===== src/design/acq_seq_pkg.sv =====
// Package holding constants and types of the acquisition sequencer
package acq_seq_pkg;
    localparam int CLK_PERIOD_NS = 10;
    typedef enum logic [2:0] {
        SRC_NOT_READOUT,
        SRC_SHUTTER,
        SRC_BUSY,
        SRC_LOW,
        SRC_HIGH
    } status_src_t;
    typedef enum logic [1:0] {
        KIN_FREE_RUN,
        KIN_SINGLE,
        KIN_MULTI
    } kin_mode_t;
    typedef enum logic [1:0] {
        SHUT_NORMAL,
        SHUT_OPEN,
        SHUT_CLOSED
    } shutter_mode_t;
    localparam logic [15:0] ONE_16  = 16'h0001;
    localparam logic [15:0] ZERO_16 = 16'h0000;
endpackage


===== src/design/sync_edge_detect.sv =====
// Two-stage synchroniser and selectable edge detector for the sync input
module sync_edge_detect (
    input  wire logic i_mclk,    // Clock
    input  wire logic i_reset,   // Synchronous reset
    input  wire logic i_sync,    // Raw sync input
    input  wire logic i_pos,     // 1 rising edge, 0 falling edge
    output logic      o_edge,    // One-cycle pulse on selected edge
    output logic      o_active   // Synchronised level at its active sense
);
    logic meta;
    logic sync_q;
    logic prev_q;
    always_ff @(posedge i_mclk) begin
        if (i_reset) begin
            meta   <= 1'b0;
            sync_q <= 1'b0;
            prev_q <= 1'b0;
        end else begin
            meta   <= i_sync;
            sync_q <= meta;
            prev_q <= sync_q;
        end
    end
    assign o_edge   = i_pos ? (sync_q & ~prev_q) : (~sync_q & prev_q);
    assign o_active = i_pos ? sync_q : ~sync_q;
endmodule


===== src/design/acq_sequencer.sv =====
// Acquisition sequencer: start/stop handling, kinetics bursts and status output
module acq_sequencer
    import acq_seq_pkg::*;
#(
    parameter int ROW_W         = 16,   // Width of row counters
    parameter int SENSOR_ROWS   = 6,    // Rows perpendicular to the shift register
    parameter int SHIFT_NS      = 1600, // Vertical shift time per row
    parameter int CLEAN_CYCLES  = 4,    // Cleaning passes before first exposure
    parameter int READOUT_CYCLES = 64,  // Clock cycles for a normal-speed readout
    parameter int COMP_CYCLES   = 8     // Shutter compensation cycles
) (
    input  wire logic          i_mclk,        // Clock, 100 MHz
    input  wire logic          i_reset,       // Synchronous reset, active high
    input  wire logic          i_start,       // Start command pulse
    input  wire logic          i_stop,        // Stop command pulse
    input  wire logic          i_per_frame,   // 1 per-frame mode, 0 per-sequence
    input  wire logic          i_kinetics,    // 1 kinetics readout
    input  wire kin_mode_t     i_kin_mode,    // Kinetics timing mode
    input  wire shutter_mode_t i_shut_mode,   // Shutter setting
    input  wire logic          i_trig_pos,    // Trigger edge polarity, 1 rising
    input  wire logic          i_ext_sync,    // External sync input
    input  wire status_src_t   i_status_src,  // Status output source
    input  wire logic [ROW_W-1:0] i_win_rows, // Subframe height in rows
    input  wire logic [15:0]   i_exp_cycles,  // Exposure time in cycles
    input  wire logic [15:0]   i_frames,      // Frames per sequence, 0 free run
    output logic               o_status,      // Selected status output
    output logic               o_shutter,     // Shutter drive
    output logic               o_readout,     // Readout in progress
    output logic               o_busy_n,      // Low from end of cleaning to end
    output logic [15:0]        o_frame_count  // Frames taken this sequence
);
    localparam int SHIFT_CYC_RAW = SHIFT_NS / CLK_PERIOD_NS;
    localparam int SHIFT_CYCLES  = (SHIFT_CYC_RAW < 1) ? 1 : SHIFT_CYC_RAW;
    localparam logic [15:0] SHIFT_LAST = 16'(SHIFT_CYCLES - 1);
    localparam logic [15:0] CLEAN_LAST = 16'(CLEAN_CYCLES - 1);
    localparam logic [15:0] READ_LAST  = 16'(READOUT_CYCLES - 1);
    localparam logic [15:0] COMP_LAST  = 16'(COMP_CYCLES - 1);

    initial begin
        if (ROW_W < 2 || ROW_W > 16 || SENSOR_ROWS < 1 || CLEAN_CYCLES < 1
            || READOUT_CYCLES < 1 || COMP_CYCLES < 1 || SENSOR_ROWS >= (1 << ROW_W))
            $error("acq_sequencer: parameter out of range");
    end

    typedef enum logic [3:0] {
        ST_IDLE,
        ST_CLEAN,
        ST_ARMED,
        ST_EXPOSE,
        ST_SHIFT,
        ST_WAIT_TRIG,
        ST_COMP,
        ST_READ,
        ST_HOLD
    } state_t;

    state_t      state;
    state_t      next_state;
    logic [15:0] timer;
    logic [15:0] next_timer;
    logic [ROW_W-1:0] row_cnt;
    logic [ROW_W-1:0] next_row_cnt;
    logic [ROW_W-1:0] sub_cnt;
    logic [ROW_W-1:0] next_sub_cnt;
    logic [15:0] frame_cnt;
    logic [15:0] next_frame_cnt;
    logic        running;
    logic        next_running;
    logic        busy_n;
    logic        next_busy_n;

    wire trig_edge;
    wire trig_active;

    sync_edge_detect u_sync (
        .i_mclk   (i_mclk),
        .i_reset  (i_reset),
        .i_sync   (i_ext_sync),
        .i_pos    (i_trig_pos),
        .o_edge   (trig_edge),
        .o_active (trig_active)
    );

    // Subframe total is rows over height; zero height is treated as one
    function automatic logic [ROW_W-1:0] subframe_total(input logic [ROW_W-1:0] h);
        logic [ROW_W-1:0] hh;
        hh = (h == '0) ? ROW_W'(1) : h;
        return ROW_W'(SENSOR_ROWS) / hh;
    endfunction

    wire [ROW_W-1:0] sub_total  = subframe_total(i_win_rows);
    wire [ROW_W-1:0] win_h      = (i_win_rows == '0) ? ROW_W'(1) : i_win_rows;
    wire             kin_free   = i_kinetics && (i_kin_mode == KIN_FREE_RUN);
    wire             kin_multi  = i_kinetics && (i_kin_mode == KIN_MULTI);
    wire             needs_trig = i_kinetics && (i_kin_mode != KIN_FREE_RUN);
    wire             timer_done = (timer == ZERO_16);
    wire             shift_done = (timer == SHIFT_LAST);
    wire             row_last   = (row_cnt == win_h - ROW_W'(1));
    wire             sub_last   = (sub_cnt == sub_total - ROW_W'(1));
    wire             seq_last   = (i_frames != ZERO_16) && (frame_cnt + ONE_16 >= i_frames);
    wire             exp_end    = (timer + ONE_16 >= i_exp_cycles);
    // Preopen shutter holds open while waiting; multi-trigger kinetics opens at run
    wire             shut_open_wait = kin_multi || i_shut_mode == SHUT_OPEN;
    wire             shut_allowed   = i_shut_mode != SHUT_CLOSED;
    wire             shutter_now = shut_allowed && (state == ST_EXPOSE || state == ST_SHIFT
                                   || (state == ST_WAIT_TRIG && shut_open_wait)
                                   || (state == ST_ARMED && shut_open_wait));
    wire             readout_now = (state == ST_READ);

    always_comb begin
        next_state     = state;
        next_timer     = timer + ONE_16;
        next_row_cnt   = row_cnt;
        next_sub_cnt   = sub_cnt;
        next_frame_cnt = frame_cnt;
        next_running   = running;
        next_busy_n    = busy_n;
        if (i_stop) begin
            next_running = 1'b0;
        end
        case (state)
            ST_IDLE: begin
                next_timer = ZERO_16;
                if (i_start) begin
                    next_state     = ST_CLEAN;
                    next_running   = 1'b1;
                    next_frame_cnt = ZERO_16;
                    next_busy_n    = 1'b1;
                end
            end
            ST_CLEAN: begin
                if (timer == CLEAN_LAST) begin
                    next_timer  = ZERO_16;
                    next_state  = ST_ARMED;
                    next_busy_n = 1'b0;
                end
            end
            ST_ARMED: begin
                next_timer   = ZERO_16;
                next_row_cnt = '0;
                next_sub_cnt = '0;
                if (!running) begin
                    next_state  = ST_IDLE;
                    next_busy_n = 1'b1;
                end else if (!needs_trig || trig_edge || trig_active) begin
                    // Level still active after readout counts again
                    // Multi-trigger series: the first pulse starts the first subframe
                    next_state = ST_EXPOSE;
                end
            end
            ST_EXPOSE: begin
                if (exp_end) begin
                    next_timer = ZERO_16;
                    next_state = i_kinetics ? ST_SHIFT : ST_COMP;
                end
            end
            ST_SHIFT: begin
                if (shift_done) begin
                    next_timer   = ZERO_16;
                    next_row_cnt = row_cnt + ROW_W'(1);
                    if (row_last) begin
                        next_row_cnt = '0;
                        next_sub_cnt = sub_cnt + ROW_W'(1);
                        if (sub_last) begin
                            next_state = ST_COMP;
                        end else if (kin_multi) begin
                            next_state = ST_WAIT_TRIG;
                        end else begin
                            next_state = ST_EXPOSE;
                        end
                    end
                end
            end
            ST_WAIT_TRIG: begin
                next_timer = ZERO_16;
                if (trig_edge) begin
                    next_state = ST_EXPOSE;
                end
            end
            ST_COMP: begin
                if (timer == COMP_LAST) begin
                    next_timer = ZERO_16;
                    next_state = ST_READ;
                end
            end
            ST_READ: begin
                if (timer == READ_LAST) begin
                    next_timer     = ZERO_16;
                    next_frame_cnt = frame_cnt + ONE_16;
                    if (seq_last || !running) begin
                        next_state  = ST_IDLE;
                        next_busy_n = 1'b1;
                    end else if (i_per_frame) begin
                        next_state = ST_HOLD;
                    end else begin
                        next_state = ST_ARMED;
                    end
                end
            end
            ST_HOLD: begin
                next_timer = ZERO_16;
                if (!running) begin
                    next_state  = ST_IDLE;
                    next_busy_n = 1'b1;
                end
                if (i_start) begin
                    next_state   = ST_ARMED;
                    next_running = 1'b1;
                end
            end
            default: begin
                next_state = ST_IDLE;
            end
        endcase
    end

    always_ff @(posedge i_mclk) begin
        if (i_reset) begin
            state     <= ST_IDLE;
            timer     <= ZERO_16;
            row_cnt   <= '0;
            sub_cnt   <= '0;
            frame_cnt <= ZERO_16;
            running   <= 1'b0;
            busy_n    <= 1'b1;
        end else begin
            state     <= next_state;
            timer     <= next_timer;
            row_cnt   <= next_row_cnt;
            sub_cnt   <= next_sub_cnt;
            frame_cnt <= next_frame_cnt;
            running   <= next_running;
            busy_n    <= next_busy_n;
        end
    end

    // Status source select; registered so the pin never glitches
    wire status_sel = (i_status_src == SRC_NOT_READOUT) ? ~readout_now :
                      (i_status_src == SRC_SHUTTER)     ? shutter_now :
                      (i_status_src == SRC_BUSY)        ? next_busy_n :
                      (i_status_src == SRC_HIGH);

    always_ff @(posedge i_mclk) begin
        if (i_reset) begin
            o_status      <= 1'b1;
            o_shutter     <= 1'b0;
            o_readout     <= 1'b0;
            o_busy_n      <= 1'b1;
            o_frame_count <= ZERO_16;
        end else begin
            o_status      <= status_sel;
            o_shutter     <= shutter_now;
            o_readout     <= readout_now;
            o_busy_n      <= next_busy_n;
            o_frame_count <= next_frame_cnt;
        end
    end
endmodule


===== config.mk =====
export PLATFORM = sky130hd
export DESIGN_NAME = acq_sequencer
export DESIGN_NICKNAME = d
export VERILOG_FILES = /design/src/design/acq_seq_pkg.sv /design/src/design/sync_edge_detect.sv /design/src/design/acq_sequencer.sv
export SDC_FILE = /design/constraint.sdc
export NUM_CORES = 1
export LEC_CHECK = 0
export BUFFER_PORTS_ARGS = -buffer_cell sky130_fd_sc_hd__buf_4
export CAP_MARGIN = 15
export CORE_ASPECT_RATIO = 0.9
export CORE_MARGIN = 1.5
export CORE_UTILIZATION = 69
export DETAILED_ROUTE_END_ITERATION = 8
export PLACE_DENSITY = 0.89
export SLEW_MARGIN = 20
export SYNTH_ARGS = -nofsm -noshare
export SYNTH_HDL_FRONTEND = slang
export SYNTH_SLANG_ARGS = --single-unit

===== constraint.sdc =====
create_clock -name i_mclk -period 54.8 [get_ports i_mclk]
set_input_delay 5.48 -clock i_mclk [delete_from_list [all_inputs] [get_ports i_mclk]]
set_output_delay 5.48 -clock i_mclk [all_outputs]
set_load 0.02 [all_outputs]

==> out/qor.csv <==
metric,value,unit
die_x,145,um
n_antenna_cell,0,
ctsHoldBuffers,0,
clk_latency,0.34,ns
cts_tree,built,
ff_latch_area,0.00152,mm^2
startpoint_type,input port,
cts.htree.levels,3,
crit_type,in -> reg,
required,55.06,ns
synth_enable_flop_cells,0,
final.period_utilization,0.721,
max_stage_delay,1.05,ns
grt_max_degree,38,
final_net_count,2024,
fin_cells,2046,
ys.flop_type,dfxtp_1,
slew_viol_final,0,
final-setup-viol-count,0,
p_leak,0.00627,uW
core-area,0.0177,mm^2
power.total,188,uW
drive_gt1_frac,0.0963,
synth_cell_types,88,
synth_cells,1756,
grt-ovfl-total,0,
grt_first_pass_wirelength,63900,um
synth_top_area_frac,0.159,
worstHoldStart,u_sync.meta,
regToRegEndpoint,state[3],
reg2reg_depth,16,
vias_per_cell,6.76,
hp-class,reg -> reg,
tightest_slew,1.21,ns
min_to,u_sync.sync_q,
fin_skew,0.00725,ns
r2r_setup_slack,50.79,ns
path_common_cell,ha_1,
crit_fanout,17,
post-place-cells,2030,
drt_first_iter_violations,1190,
rsz0062_at_grt,no,
synth_nets,1979,
ys_async_sr_fraction,0,
multi_input_area,0.0104,mm^2
ys_seq_elements,76,
fillers,1387,
hold_viol,0,
io_pins,83,
syn_area,0.0126,mm^2
max_cap_viol_count,0,
ys_seq_area_frac,0.121,
antenna_found_initial,0,
cts_resized,0,
cts_buffers,9,
area_delta_synth_final,8.33,%
start_util,0.709,
worstPathArrival,39.79,ns
post_cts_buffers,0,
clock_sinks,76,
vdd_drop_max,0.0217,mV
synthTopCellsByArea,"ha_1, dfxtp_1, nor2_1",
die-height,131,um
pwr_density_cell,13.8,mW/mm^2
synth.largest_area_cell,ha_1,
slowest_stage,a2111oi_0,
end_kind,flip-flop,
dp_hpwl,31200,um
drc,0,
vias,13800,
die_area,0.0190,mm^2
finalSetupTns,0,ns
status,"finished, final reports clean",
row_count,46,
period_minus_slack,39.53,ns
place.gp.congestion,1.10,
routedWlPerCell,19.5,um
r2r-start,timer[2],
track_usage,0.409,
ant_nets,0,
cts_root_buf,clkbuf_16,
relSlewSlack,0.171,
hold_depth,1,
max_freq,0.0253,GHz
path_clk_slew,0.07,ns
io_buffers,82,
clock_path_buffers,2,
drtPass1Iterations,7,
avgSynthCellArea,7.16,um^2
grt_pass1_vias,12900,
wl,40000,um
synth_warnings,0,
-- kinds of logic (layout without fill, tap and decap cells) --
family	count (synthesis)	count (layout)	share of synthesized area
AND/OR/NAND/NOR	687	687	0.269
buffers and inverters	150	200	0.0490
AO/OA/AOI/OAI	497	497	0.264
XOR/XNOR	148	148	0.104
multiplexers	38	38	0.0329
flip-flops	76	76	0.121
adder cells (fa/ha/maj)	160	160	0.159
-- sequential cells by signal (all words and copies together), names as in the netlist --
register and cells:
u_sync.meta 1, o_frame_count 16, row_cnt 16, u_sync.sync_q 1
o_readout 1, running 1, timer 16, sub_cnt 16
o_busy_n 1, o_shutter 1, state 4, u_sync.prev_q 1
o_status 1
-- power by group --
group | switching, uW | leakage [uW] | internal (uW)
Combinational | 40.1 | 0.00551 | 25.1
Sequential | 3.47 | 0.000614 | 56.9
Clock | 25.9 | 0.000145 | 36.1
-- cells in the final DEF (no fill, tap or decap), drive strengths merged, types with 20 or more instances in the layout --
master,n
mux2,27
nor4,20
o21a,35
and3,31
or3,34
ha,160
nor2,187
nor2b,27
nor3,44
nand3,70
nand2b,27
nand4,23
inv,91
a21oi,124
a211oi,26
a31oi,23
buf,97
a21o,45
nand2,164
o21ai,93
xor2,71
o211ai,20
dfxtp,76
xnor2,76
-- worst max-delay path: cells and delay by family --
| kind | cells | cell delay (ns) |
|---|---|---|
| AOI/OAI and AO/OA | 52 | 14.85 |
| and+or+nand+nor | 35 | 10.95 |
| adders and majority gates | 17 | 5.29 |
| buffers and inverters | 9 | 1.60 |
| muxes | 5 | 1.38 |
| xor gates and xnor gates | 1 | 0.13 |
-- metal layers --
layer,GRT usage,part of all wire,vias up
li1,-,-,6560
met1,0.509,0.40,6244
met2,0.678,0.44,835
met3,0.0723,0.11,183
met4,0.226,0.053,0
met5,0,0,-
-- cells in the mapped netlist (30+ instances only) --
cell type	instances
nand3_1	70
and3_1	30
o21a_1	35
clkbuf_1	46
dfxtp_1	76
ha_1	160
nor2_1	186
inv_1	87
xor2_1	71
or3_1	32
a21oi_1	124
nand2_1	161
xnor2_1	76
a21o_1	45
o21ai_0	91
nor3_1	44
-- final cells by class --
cell class,count,area share
multi-input cells,1530,0.766
clock inverters,7,0.00606
repair buffers,97,0.0535
flip-flops and latches,76,0.112
inverters,87,0.0240
clock buffers,9,0.0165
well taps,240,0.0221
-- worst max path at each step --
stage	from	to	slack, ns	cells after the start
global route	i_win_rows[8]	state[1]	13.33	123
CTS	i_win_rows[2]	state[1]	16.77	118
global placement	i_win_rows[8]	state[1]	17.52	122
floorplan	i_win_rows[11]	state[1]	21.20	139
finish	i_win_rows[8]	state[1]	15.27	119
detailed placement	i_win_rows[2]	state[1]	16.54	118
-- through the flow --
| stage | util | area, um^2 | worst slack (ns) | hold slack (ns) |
|---|---|---|---|---|
| after floorplan | - | 12600 | 21.20 | 0.414 |
| after global placement | 0.751 | 13300 | 17.52 | 0.420 |
| after detailed placement | 0.751 | 13300 | 16.54 | 0.454 |
| after CTS | 0.768 | 13600 | 16.77 | 0.469 |
| after global routing | 0.768 | 13600 | 13.33 | 0.497 |
| final | 0.768 | 13600 | 15.27 | 0.479 |
No activity file was read; power rests on OpenSTA's default activity.
